`src/hdl/flash_readout_regs.vh`:
```
// constants for the host-side controller of a parallel flash readout interface
// assumes the flash is asynchronous and its pins are wired straight to the controller
// Notes on behaviour
// - identifier mode lasts until another command; clear status (50H) keeps the current mode here
// - block status trusted only when ready set
// - status latched on strobe fall; raise between
// - multi-word write command selects extended status
`ifndef FLASH_READOUT_REGS_VH
`define FLASH_READOUT_REGS_VH

// ****************************************
// command bytes
// ****************************************
`define CMD_READ_ARRAY     8'hFF
`define CMD_READ_ID        8'h90
`define CMD_READ_STATUS    8'h70
`define CMD_CLEAR_STATUS   8'h50
`define CMD_QUERY          8'h98
`define CMD_MULTI_WRITE    8'hE8

// ****************************************
// identifier and query offsets
// ****************************************
`define ID_MANUF_OFS       16'h0000
`define ID_DEVICE_OFS      16'h0003
`define ID_BLOCK_OFS       16'h0004
`define QRY_BLOCK_OFS      16'h0002
`define QRY_STRING_OFS     16'h0010
`define QRY_STRING_LEN     5'h03
`define QRY_ALT_OFS        16'h0017

// ****************************************
// status and block status fields
// ****************************************
`define SR_READY_BIT       7
`define SR_ERASE_ERR_BIT   5
`define SR_PROG_ERR_BIT    4
`define SR_SUPPLY_BIT      3
`define SR_LOCK_VIOL_BIT   1
`define BSR_LOCK_BIT       0
`define BSR_ERASE_BIT      1

// ****************************************
// bus timing, ns and cycles at 25 MHz
// ****************************************
`define CLK_PERIOD_NS      40
`define T_STROBE_NS        120
`define T_RECOVER_NS       40
`define T_STROBE_CYC       ((`T_STROBE_NS + `CLK_PERIOD_NS - 1) / `CLK_PERIOD_NS)
`define T_RECOVER_CYC      ((`T_RECOVER_NS + `CLK_PERIOD_NS - 1) / `CLK_PERIOD_NS)

`endif

```
`src/hdl/flash_readout_host.v`:
```
// host controller that issues command writes and read cycles to the flash
// assumes the flash pins are synchronous enough to sample on ref_clk; one request at a time
`timescale 1ns/1ps
`default_nettype none
`include "flash_readout_regs.vh"
module flash_readout_host #(
    parameter ADDR_W = 21
) (
    input  wire              ref_clk,
    input  wire              rst_b,
    // user side
    input  wire              req_valid,
    output wire              req_ready,
    input  wire [2:0]        req_op,
    input  wire [ADDR_W-1:0] req_addr,
    input  wire [7:0]        req_cmd,
    input  wire              byte_mode,
    output reg               resp_valid,
    output reg  [15:0]       resp_data,
    output reg               resp_ok,
    output reg  [1:0]        cur_mode,
    // flash pins
    output reg  [ADDR_W-1:0] flash_addr,
    output reg               ce_n,
    output reg               oe_n,
    output reg               we_n,
    output reg               powerdown_reset_n,
    output reg               byte_n,
    output reg  [15:0]       dq_out,
    output reg               dq_oe_n,
    input  wire [15:0]       dq_in
);
    // ****************************************
    // operations and read modes
    // ****************************************
    localparam OP_CMD      = 3'd0;  // write req_cmd
    localparam OP_READ     = 3'd1;  // read at req_addr in current mode
    localparam OP_BLKSTAT  = 3'd2;  // ready-checked block status read
    localparam OP_POWERUP  = 3'd3;  // release power-down reset

    localparam MODE_ARRAY  = 2'd0;
    localparam MODE_ID     = 2'd1;
    localparam MODE_STATUS = 2'd2;
    localparam MODE_QUERY  = 2'd3;

    localparam S_IDLE   = 3'd0;
    localparam S_WRITE  = 3'd1;
    localparam S_READ   = 3'd2;
    localparam S_GAP    = 3'd3;
    localparam S_STATW  = 3'd4;
    localparam S_STATR  = 3'd5;
    localparam S_BLKW   = 3'd6;
    localparam S_DONE   = 3'd7;

    localparam integer STROBE_CYC  = `T_STROBE_CYC;
    localparam integer RECOVER_CYC = `T_RECOVER_CYC;
    localparam [3:0]   STROBE      = STROBE_CYC[3:0];
    localparam [3:0]   RECOVER     = RECOVER_CYC[3:0];

    reg  [2:0]        state;
    reg  [ADDR_W-1:0] addr;
    reg  [7:0]        cmd;
    reg  [2:0]        after_gap;
    reg               tstart;
    reg  [3:0]        tlen;
    wire              tdone;

    flash_cycle_timer #(.WIDTH(4)) u_timer (
        .ref_clk (ref_clk),
        .rst_b   (rst_b),
        .start   (tstart),
        .length  (tlen),
        .done    (tdone)
    );

    assign req_ready = (state == S_IDLE);

    // query byte mode: bit 0 is don't-care, so the host doubles the word offset
    function [ADDR_W-1:0] query_addr;
        input [ADDR_W-1:0] a;
        input              bm;
        begin
            query_addr = bm ? {a[ADDR_W-2:0], 1'b0} : a;
        end
    endfunction

    // ****************************************
    // bus sequencer
    // ****************************************
    always @(posedge ref_clk or negedge rst_b) begin
        if (!rst_b) begin
            state             <= S_IDLE;
            addr              <= {ADDR_W{1'b0}};
            cmd               <= 8'h00;
            after_gap         <= S_DONE;
            tstart            <= 1'b0;
            tlen              <= 4'h0;
            resp_valid        <= 1'b0;
            resp_data         <= 16'h0000;
            resp_ok           <= 1'b0;
            cur_mode          <= MODE_ARRAY;
            flash_addr        <= {ADDR_W{1'b0}};
            ce_n              <= 1'b1;
            oe_n              <= 1'b1;
            we_n              <= 1'b1;
            powerdown_reset_n <= 1'b0;
            byte_n            <= 1'b1;
            dq_out            <= 16'h0000;
            dq_oe_n           <= 1'b1;
        end else begin
            tstart     <= 1'b0;
            resp_valid <= 1'b0;
            byte_n     <= ~byte_mode;
            case (state)
                S_IDLE: begin
                    if (req_valid) begin
                        addr <= req_addr;
                        cmd  <= req_cmd;
                        case (req_op)
                            OP_POWERUP: begin
                                // device comes back in array read mode
                                powerdown_reset_n <= 1'b1;
                                cur_mode          <= MODE_ARRAY;
                                resp_ok           <= 1'b1;
                                state             <= S_DONE;
                            end
                            OP_CMD: begin
                                flash_addr <= req_addr;
                                dq_out     <= {8'h00, req_cmd};
                                dq_oe_n    <= 1'b0;
                                ce_n       <= 1'b0;
                                we_n       <= 1'b0;
                                tstart     <= 1'b1;
                                tlen       <= STROBE;
                                state      <= S_WRITE;
                            end
                            OP_BLKSTAT: begin
                                // read-status is legal even mid-operation
                                dq_out  <= {8'h00, `CMD_READ_STATUS};
                                dq_oe_n <= 1'b0;
                                ce_n    <= 1'b0;
                                we_n    <= 1'b0;
                                tstart  <= 1'b1;
                                tlen    <= STROBE;
                                state   <= S_STATW;
                            end
                            default: begin
                                flash_addr <= (cur_mode == MODE_QUERY) ?
                                              query_addr(req_addr, byte_mode) : req_addr;
                                ce_n       <= 1'b0;
                                oe_n       <= 1'b0;
                                tstart     <= 1'b1;
                                tlen       <= STROBE;
                                state      <= S_READ;
                            end
                        endcase
                    end
                end
                S_WRITE, S_STATW, S_BLKW: begin
                    if (tdone) begin
                        ce_n    <= 1'b1;
                        we_n    <= 1'b1;
                        dq_oe_n <= 1'b1;
                        tstart  <= 1'b1;
                        tlen    <= RECOVER;
                        state   <= S_GAP;
                        if (state == S_WRITE) begin
                            after_gap <= S_DONE;
                            resp_ok   <= 1'b1;
                            case (cmd)
                                `CMD_READ_ID:     cur_mode <= MODE_ID;
                                `CMD_READ_STATUS: cur_mode <= MODE_STATUS;
                                `CMD_MULTI_WRITE: cur_mode <= MODE_STATUS;
                                `CMD_QUERY:       cur_mode <= MODE_QUERY;
                                `CMD_CLEAR_STATUS: cur_mode <= cur_mode;
                                default:          cur_mode <= MODE_ARRAY;
                            endcase
                        end else if (state == S_STATW) begin
                            cur_mode  <= MODE_STATUS;
                            after_gap <= S_STATR;
                        end else begin
                            cur_mode  <= MODE_QUERY;
                            after_gap <= S_READ;
                        end
                    end
                end
                S_GAP: begin
                    // strobes stay high a full recovery so the next read sees fresh status
                    if (tdone) begin
                        if (after_gap == S_DONE) begin
                            state <= S_DONE;
                        end else if (after_gap == S_STATR) begin
                            ce_n   <= 1'b0;
                            oe_n   <= 1'b0;
                            tstart <= 1'b1;
                            tlen   <= STROBE;
                            state  <= S_STATR;
                        end else begin
                            flash_addr <= query_addr(addr + `QRY_BLOCK_OFS, byte_mode);
                            ce_n       <= 1'b0;
                            oe_n       <= 1'b0;
                            tstart     <= 1'b1;
                            tlen       <= STROBE;
                            state      <= S_READ;
                        end
                    end
                end
                S_STATR: begin
                    if (tdone) begin
                        ce_n <= 1'b1;
                        oe_n <= 1'b1;
                        if (dq_in[`SR_READY_BIT]) begin
                            dq_out  <= {8'h00, `CMD_QUERY};
                            dq_oe_n <= 1'b0;
                            ce_n    <= 1'b0;
                            we_n    <= 1'b0;
                            tstart  <= 1'b1;
                            tlen    <= STROBE;
                            state   <= S_BLKW;
                        end else begin
                            // busy: block status would be stale, report refusal
                            resp_data <= {8'h00, dq_in[7:0]};
                            resp_ok   <= 1'b0;
                            tstart    <= 1'b1;
                            tlen      <= RECOVER;
                            after_gap <= S_DONE;
                            state     <= S_GAP;
                        end
                    end
                end
                S_READ: begin
                    if (tdone) begin
                        ce_n    <= 1'b1;
                        oe_n    <= 1'b1;
                        resp_ok <= powerdown_reset_n;
                        if (cur_mode == MODE_QUERY) begin
                            // only the low byte carries query data
                            resp_data <= {8'h00, dq_in[7:0]};
                        end else if (byte_mode) begin
                            resp_data <= {8'h00, dq_in[7:0]};
                        end else begin
                            resp_data <= dq_in;
                        end
                        tstart    <= 1'b1;
                        tlen      <= RECOVER;
                        after_gap <= S_DONE;
                        state     <= S_GAP;
                    end
                end
                S_DONE: begin
                    resp_valid <= 1'b1;
                    state      <= S_IDLE;
                end
                default: begin
                    state <= S_IDLE;
                end
            endcase
        end
    end
endmodule
`default_nettype wire

```
`src/hdl/flash_cycle_timer.v`:
```
// cycle counter that times one strobe phase of a flash bus cycle
// assumes start is a one-cycle pulse from the sequencer
`timescale 1ns/1ps
`default_nettype none
module flash_cycle_timer #(
    parameter WIDTH = 4
) (
    input  wire             ref_clk,
    input  wire             rst_b,
    input  wire             start,
    input  wire [WIDTH-1:0] length,
    output wire             done
);
    reg [WIDTH-1:0] count;

    always @(posedge ref_clk or negedge rst_b) begin
        if (!rst_b) begin
            count <= {WIDTH{1'b0}};
        end else if (start) begin
            count <= length;
        end else if (count != {WIDTH{1'b0}}) begin
            count <= count - {{(WIDTH-1){1'b0}}, 1'b1};
        end
    end

    assign done = (count == {{(WIDTH-1){1'b0}}, 1'b1});
endmodule
`default_nettype wire

```
`config.mk`:
```
export PLATFORM = sky130hd
export DESIGN_NAME = flash_readout_host
export DESIGN_NICKNAME = d
export VERILOG_FILES = /design/src/hdl/flash_readout_host.v /design/src/hdl/flash_cycle_timer.v
export VERILOG_INCLUDE_DIRS = /design/src /design/src/hdl
export SDC_FILE = /design/constraint.sdc
export NUM_CORES = 1
export LEC_CHECK = 0
export CAP_MARGIN = 20
export CORE_ASPECT_RATIO = 0.5
export CORE_MARGIN = 2
export CORE_UTILIZATION = 58
export CTS_CLUSTER_DIAMETER = 150
export DETAILED_ROUTE_END_ITERATION = 12
export DONT_BUFFER_PORTS = 1
export GPL_TIMING_DRIVEN = 0
export HOLD_SLACK_MARGIN = 0.15
export PLACE_DENSITY_LB_ADDON = 0.2
export REMOVE_ABC_BUFFERS = 1
export SKIP_CTS_REPAIR_TIMING = 1
export SYNTH_ARGS = -nofsm -noshare
export SYNTH_HDL_FRONTEND = slang
export SYNTH_HIERARCHICAL = 1
export SYNTH_SLANG_ARGS = --single-unit
```
`constraint.sdc`:
```
create_clock -name ref_clk -period 2.6 [get_ports ref_clk]
set_input_delay 0.39 -clock ref_clk [delete_from_list [all_inputs] [get_ports ref_clk]]
set_output_delay 0.39 -clock ref_clk [all_outputs]
set_load 0.01 [all_outputs]
```
=== Word level (Yosys, flattened, before mapping) ===
Index checks and enable logic that the tools add are counted.

* Output and inout bits: 64
* Logic and storage cells: 175
* Flip-flop bits (word level): 106
* Input bits: 52

* Equal/unequal tests: 37
* Bitwise gates (word level): 1
* Reductions and logical operators: 33
* $add $sub $neg: 2
* Mux-type cells: 84

{| class="wikitable"
|+ Operators by type and width
! kind !! number
|-
| two-way mux 21 bit || 7
|-
| two-way mux 16 bit || 8
|-
| one-hot mux 16 bit (2 select lines) || 3
|-
| one-hot mux 21 bit (2 select lines) || 2
|-
| two-way mux 3 bit || 13
|-
| two-way mux 4 bit || 8
|-
| != test 2 bit (second input constant) || 14
|-
| two-way mux 1 bit || 27
|-
| equality test 8 bit (second input constant) || 3
|-
| adder 21 x 2 -> 21 bit (second input constant) || 1
|-
| equality test 3 bit (second input constant) || 6
|-
| one-hot mux 3 bit (3 select lines) || 2
|-
| AND reduction 6 bit || 3
|-
| equality test 8 x 7 -> 1 bit (second input constant) || 2
|-
| one-hot mux 4 bit (4 select lines) || 1
|-
| one-hot mux 3 bit (5 select lines) || 1
|-
| AND reduction 5 bit || 3
|-
| equality test 3 x 2 -> 1 bit (second input constant) || 4
|-
| nonzero test 4 bit || 3
|-
| two-way mux 2 bit || 5
|-
| nonzero test 2 bit || 5
|-
| one-hot mux 1 bit (3 select lines) || 3
|-
| nonzero test 3 bit || 3
|-
| one-hot mux 1 bit (4 select lines) || 2
|-
| other kinds (20) || 28
|}

=== Logic depth before layout (Yosys ltp) ===
* Depth after elaboration: 6
* Gate-level depth with buffers: 9
* Depth with buffers taken out: 8

=== Modules after synthesis ===
Netlist, hierarchy kept.

{| class="wikitable"
|+ Modules (own cells, without submodules)
! module !! cells each !! area each (um^2) !! times used !! sequential area each (um^2)
|-
| flash_readout_host || 554 || 5425.2 || 1 || 2284.7
|-
| flash_cycle_timer || 24 || 265.3 || 1 || 100.1
|}

=== Worst setup path before layout ===
OpenSTA, ideal clock, no wires.

* Path type: register to register
* Start point: register u_timer.count[1]
* End point: register dq_out[3]
* Stages on the path, launching flop included: 8
* Data arrival time: 2190 ps
* Buffers on the path: 0
* Period minus slack after synthesis: 2315 ps
* Setup slack: 285 ps
* Setup time: 125 ps
* Data required time: 2475 ps
* Cells stage by stage: dfrtp_1 inv_1 ha_1 nor3b_1 or2b_1 a21oi_2 nor4_4 mux2_4

* Cells in the longest elaborated chain, start to end: 3

{| class="wikitable"
|+ RTL lines
! item !! line !! source
|-
| from (decl) || flash_cycle_timer.v:14 || <nowiki>reg [WIDTH-1:0] count;</nowiki>
|-
| from (signal assigned) || flash_cycle_timer.v:18 || <nowiki>count <= {WIDTH{1'b0}};</nowiki>
|-
| from (signal assigned) || flash_cycle_timer.v:20 || <nowiki>count <= length;</nowiki>
|-
| from (signal assigned) || flash_cycle_timer.v:22 || <nowiki>count <= count - {{(WIDTH-1){1'b0}}, 1'b1};</nowiki>
|-
| equality test 4 x 1 -> 1 bit || flash_cycle_timer.v:26 || <nowiki>assign done = (count == {{(WIDTH-1){1'b0}}, 1'b1});</nowiki>
|-
| named net tdone || flash_readout_host.v:66 || <nowiki>wire tdone;</nowiki>
|-
| != test 2 bit (no line) || - ||
|-
| AND reduction 5 bit (no line) || - ||
|-
| to (signal assigned) || flash_readout_host.v:129 || <nowiki>dq_out <= {8'h00, req_cmd};</nowiki>
|-
| to (signal assigned) || flash_readout_host.v:139 || <nowiki>dq_out <= {8'h00, `CMD_READ_STATUS};</nowiki>
|-
| to (signal assigned) || flash_readout_host.v:213 || <nowiki>dq_out <= {8'h00, `CMD_QUERY};</nowiki>
|-
| to (decl) || flash_readout_host.v:29 || <nowiki>output reg [15:0] dq_out,</nowiki>
|}

The timed path passes the listed nets, and every way through them passes these cells.
A chain may end at the register's enable or synchronous reset.

=== Worst setup path in the final report ===
* Start point: register state[1]
* End point: register tlen[0]

* Elaborated cells between the ends (all ways): 17
* Classes of those cells: eq/ne: 12; mux: 1; reduce/logical: 4

{| class="wikitable"
|+ RTL lines
! item !! line !! source
|-
| from (decl) || flash_readout_host.v:60 || <nowiki>reg [2:0] state;</nowiki>
|-
| from (signal assigned) || flash_readout_host.v:92 || <nowiki>state <= S_IDLE;</nowiki>
|-
| from (signal assigned) || flash_readout_host.v:125 || <nowiki>state <= S_DONE;</nowiki>
|-
| from (signal assigned) || flash_readout_host.v:135 || <nowiki>state <= S_WRITE;</nowiki>
|-
| zero test 3 bit (*) || - ||
|-
| named net req_ready || flash_readout_host.v:13 || <nowiki>output wire req_ready,</nowiki>
|-
| != test 2 bit (no line) or nonzero test 4 bit (tied branches) || - ||
|-
| AND reduction 7 bit (no line) || - ||
|-
| to (signal assigned) || flash_readout_host.v:97 || <nowiki>tlen <= 4'h0;</nowiki>
|-
| to (signal assigned) || flash_readout_host.v:134 || <nowiki>tlen <= STROBE;</nowiki>
|-
| to (signal assigned) || flash_readout_host.v:144 || <nowiki>tlen <= STROBE;</nowiki>
|-
| to (decl) || flash_readout_host.v:65 || <nowiki>reg [3:0] tlen;</nowiki>
|}

The timed path passes the listed nets; every way through them passes the cells marked *.

==> impl.org <==
** Timing
- Setup violations remaining at the end of the flow were counted as 0.
- Setup repair after global routing left no endpoint under its margin.
- The worst path needs 2.42 ns of the cycle, external delays included.
- Largest clock skew in the final design :: 0.00747 ns
- The number of hold violations in the final report was 95.
- For the pin with the worst max-slew slack, the measured transition is roughly 0.7 ns.
- The worst pin sits at a relative slew slack of 53.4%.
- The count of final max-slew check failures came to 0.
- Maximum operating frequency :: 413 MHz
- The worst path uses between 90% and 100% of the clock period.
- Worst Hold Margin :: -0.274 ns

** Drt
- After detailed routing, the number of vias per cell comes to 6.29.
- In the routed design, unresolved DRC markers number 0.
- After detailed routing, the average wire length per cell comes to 18.8 µm.
- Met3 WL post-DR :: 941 µm
- Uppermost routed layer :: met4
- In this run, the number of DRC markers left after iteration 0 of detailed routing was 458.
- The routed design has 13300 µm of wire.
- The pre-antenna-repair detailed-routing pass consisted of 5 iterations.
- Met2 wire length :: 6350 µm
- For this block, wires on met1 add up to 5860 µm.
- Post-route antenna net violation count :: 0
- Summing over every cut layer, the via total after detailed routing is ~4400.

** GRT
- Via count of the first global-routing pass :: 4072
- The initial antenna violation count is 0.
- Global-route wire length before repair :: 21100 µm
- All-layer global routing usage :: 25.6%
- Entering global routing, the biggest net connects 96 pins.
- After global routing the overflow that remains totals 0.

** Placed design
- After legalization and detailed placement, the total HPWL measured around 9000 µm.
- Total placed instance area :: 5630 µm²
- Routability-driven placement finished with a final weighted congestion of 0.862.
- Port Buf Inserts :: 0
- Post-Place Cells :: 675

** CTS
- Clock insertion delay at the later pin of the skew report :: 0.35 ns
- Clock Root Buffer :: sky130_fd_sc_hd__clkbuf_16
- CTS H-tree depth :: 3
- Worst-case clock buffer depth :: 2
- Clock tree from TritonCTS :: done
- Number of CTS-inserted buffers :: 9
- Clock-pin slew was measured on the worst setup and hold paths at 0.07 ns.
- The clock drives 95 sinks.

** Setup path
- Ordered list of cells on the worst path :: or3_4, clkinv_4, nand2_1, o21ai_0, or2_2
- STA puts the critical path data required time at about 2.8 ns.
- Critical-path top delay cell :: sky130_fd_sc_hd__dfrtp_1
- CP max FO :: 19
- Highest cell delay on the worst timing path :: 0.77 ns
- Counting both buffers and inverters, the worst setup path holds a total of 1.
- In this design, the largest share of critical-path delay is due to simple AND/OR/NAND/NOR gates.
- STA classifies the critical path startpoint as a register.
- Arr. time, crit path :: 2.66 ns
- STA classifies the critical path endpoint as a register.
- Kind of critical path :: register to register

** Logic synthesis
- Number of synthesized flops with an enable pin :: 0
- Share of flip-flops with an asynchronous set or reset after synthesis :: 100%
- Flops & latches, synth :: 95
- Most used flip-flop cell after synthesis :: sky130_fd_sc_hd__dfrtp_1
- Each instance of the synthesized netlist takes up on average 9.85 µm².
- Number of distinct library cells after synthesis :: 82
- Synthesis produced 578 cells.
- Summing every instance area after synthesis gives 5690 µm².
- Sequential cells were found to cover between 40% and 50% of the synthesized design area.
- Total number of yosys warnings :: 6

** Power
- Overall power after layout :: 7.06 mW
- For this design the static power due to leakage is 2.49 nW.
- Highest ir drop seen on vdd :: slightly below 0.5 mV
- Power density normalized to cell area :: 1160 nW/µm²

** Floorplan
- The initialized floorplan defines 25 standard-cell rows.
- 116 I/O pins were placed.
- Die H :: 74.0 µm
- Area of the placeable core :: 9480 µm²
- Die footprint :: 10700 µm²
- Initial Utilization :: about three fifths
- The floorplan step set the die width to 144 µm.

** Finish
- Layout Nets :: roughly 620
- From synthesis to final layout, the design area changed by 6.97%.
- The sequential cells in the finished layout cover a total of 2390 µm².
- Leaving out fill and tap cells, the most frequent cell in the layout is sky130_fd_sc_hd__dfrtp_1.
- Commonest cells after routing, fill and taps aside :: sky130_fd_sc_hd__dfrtp_1, sky130_fd_sc_hd__nand2_1, sky130_fd_sc_hd__mux2_2
- Cells with a size suffix above 1 make up 20.8% of the layout.
- Once layout is complete, the utilization of the core stands at about 64%.
- Final cell area excluding filler cells :: 6090 µm²
- Leaving out filler cells and counting taps, the final layout contains roughly 700.
- Multi-input logic area :: 2990 µm²
- Count of antenna diodes in the layout :: 0
- Number of filler instances in the final layout :: 785

** Worst hold path
- The worst hold path belongs to the class input pin to async pin.

** Flow run
- Number of max-cap violations :: 0

** Outcome
- Failing checks :: negative hold slack
- The run finished, with violations left.
metrics by stage:
stage	TNS, ns	setup WS (ns)
2_1_floorplan	-0.616	-0.144
3_3_place_gp	-48.64	-1.04
3_5_place_dp	-9.72	-0.520
4_1_cts	-10.44	-0.533
5_1_grt	0	0.00326
6_report	0	0.176
worst paths after layout:
path / endpoint / slack (ns) / cells past startpoint / startpoint
setup / recovery: tlen[0] / 0.18 / 5 / state[1]
hold / removal: u_timer/count[3] / -0.27 / 0 / rst_b
setup reg to reg: tlen[0] / 0.18 / 5 / state[1]
hold reg to reg: tlen[0] / 0.48 / 1 / tlen[0]
max in group asynchronous: byte_n / 2.62 / 0 / rst_b
min in group ref_clk: resp_data[12] / 0.16 / 1 / dq_in[12]
layer usage:
layer,track usage (%),vias to the layer above
met2,40.5,164
met5,0,-
li1,-,2082
met1,34.8,2179
met4,7.52,0
met3,7.53,15
cell type report:
type,count,share of cell area (%)
timing repair buffer,17,2.80
inverter,18,1.19
sequential,95,39.2
clock inverter,7,1.15
multi-input combinational,425,49.2
tap,135,2.77
clock buffer,9,3.70
where the power goes:
part           switching [mW]  internal [mW]  leakage, nW
registers                1.09           2.19         1.14
logic                    1.18           1.27         1.20
clock network           0.649          0.678        0.142
total                    2.92           4.14         2.49
logic make-up (layout without fill, tap and decap cells):
logic type / count (synthesis) / count (layout) / share of synthesized area, %
XOR/XNOR: 10 / 10 / 1.54
buffers and inverters: 67 / 51 / 6.71
other: 1 / 10 / 0.0659
multiplexers: 70 / 70 / 13.6
flip-flops: 95 / 95 / 41.9
AO/OA/AOI/OAI: 145 / 145 / 17.1
adder cells (fa/ha/maj): 4 / 4 / 0.880
AND/OR/NAND/NOR: 186 / 186 / 18.1
cells in the mapped netlist (5+ instances only):
cell | n | area share (%)
sky130_fd_sc_hd__buf_4 | 12 | 1.6
sky130_fd_sc_hd__dfstp_2 | 6 | 2.8
sky130_fd_sc_hd__nand2b_1 | 10 | 1.1
sky130_fd_sc_hd__xnor2_1 | 6 | 0.92
sky130_fd_sc_hd__nor2_1 | 32 | 2.1
sky130_fd_sc_hd__and3_1 | 7 | 0.77
sky130_fd_sc_hd__nor3b_1 | 5 | 0.66
sky130_fd_sc_hd__o31ai_1 | 8 | 1.1
sky130_fd_sc_hd__a211oi_1 | 7 | 0.92
sky130_fd_sc_hd__a31oi_1 | 6 | 0.66
sky130_fd_sc_hd__a22o_1 | 9 | 1.4
sky130_fd_sc_hd__mux2_2 | 48 | 9.5
sky130_fd_sc_hd__nand2_1 | 53 | 3.5
sky130_fd_sc_hd__a21oi_1 | 25 | 2.2
sky130_fd_sc_hd__nand4_1 | 8 | 0.88
sky130_fd_sc_hd__o21ai_0 | 39 | 3.4
sky130_fd_sc_hd__clkbuf_1 | 12 | 0.79
sky130_fd_sc_hd__o211ai_1 | 5 | 0.66
sky130_fd_sc_hd__dfrtp_1 | 89 | 39
sky130_fd_sc_hd__mux2i_1 | 19 | 3.3
sky130_fd_sc_hd__buf_6 | 8 | 1.6
sky130_fd_sc_hd__buf_2 | 16 | 1.4
sky130_fd_sc_hd__or3_1 | 5 | 0.55
sky130_fd_sc_hd__nor3_1 | 14 | 1.2
sky130_fd_sc_hd__nand3_1 | 18 | 1.6
sky130_fd_sc_hd__inv_1 | 16 | 1.1
sequential cells by signal (all words and copies together) (netlist names), 2 cells and up:
signal and count:
cmd 8, state 3, tlen 2, after_gap 2, dq_out 8, addr 21, u_timer/count 4, cur_mode 2
flash_addr 21, resp_data 16
(Power assumes the default switching activity.)
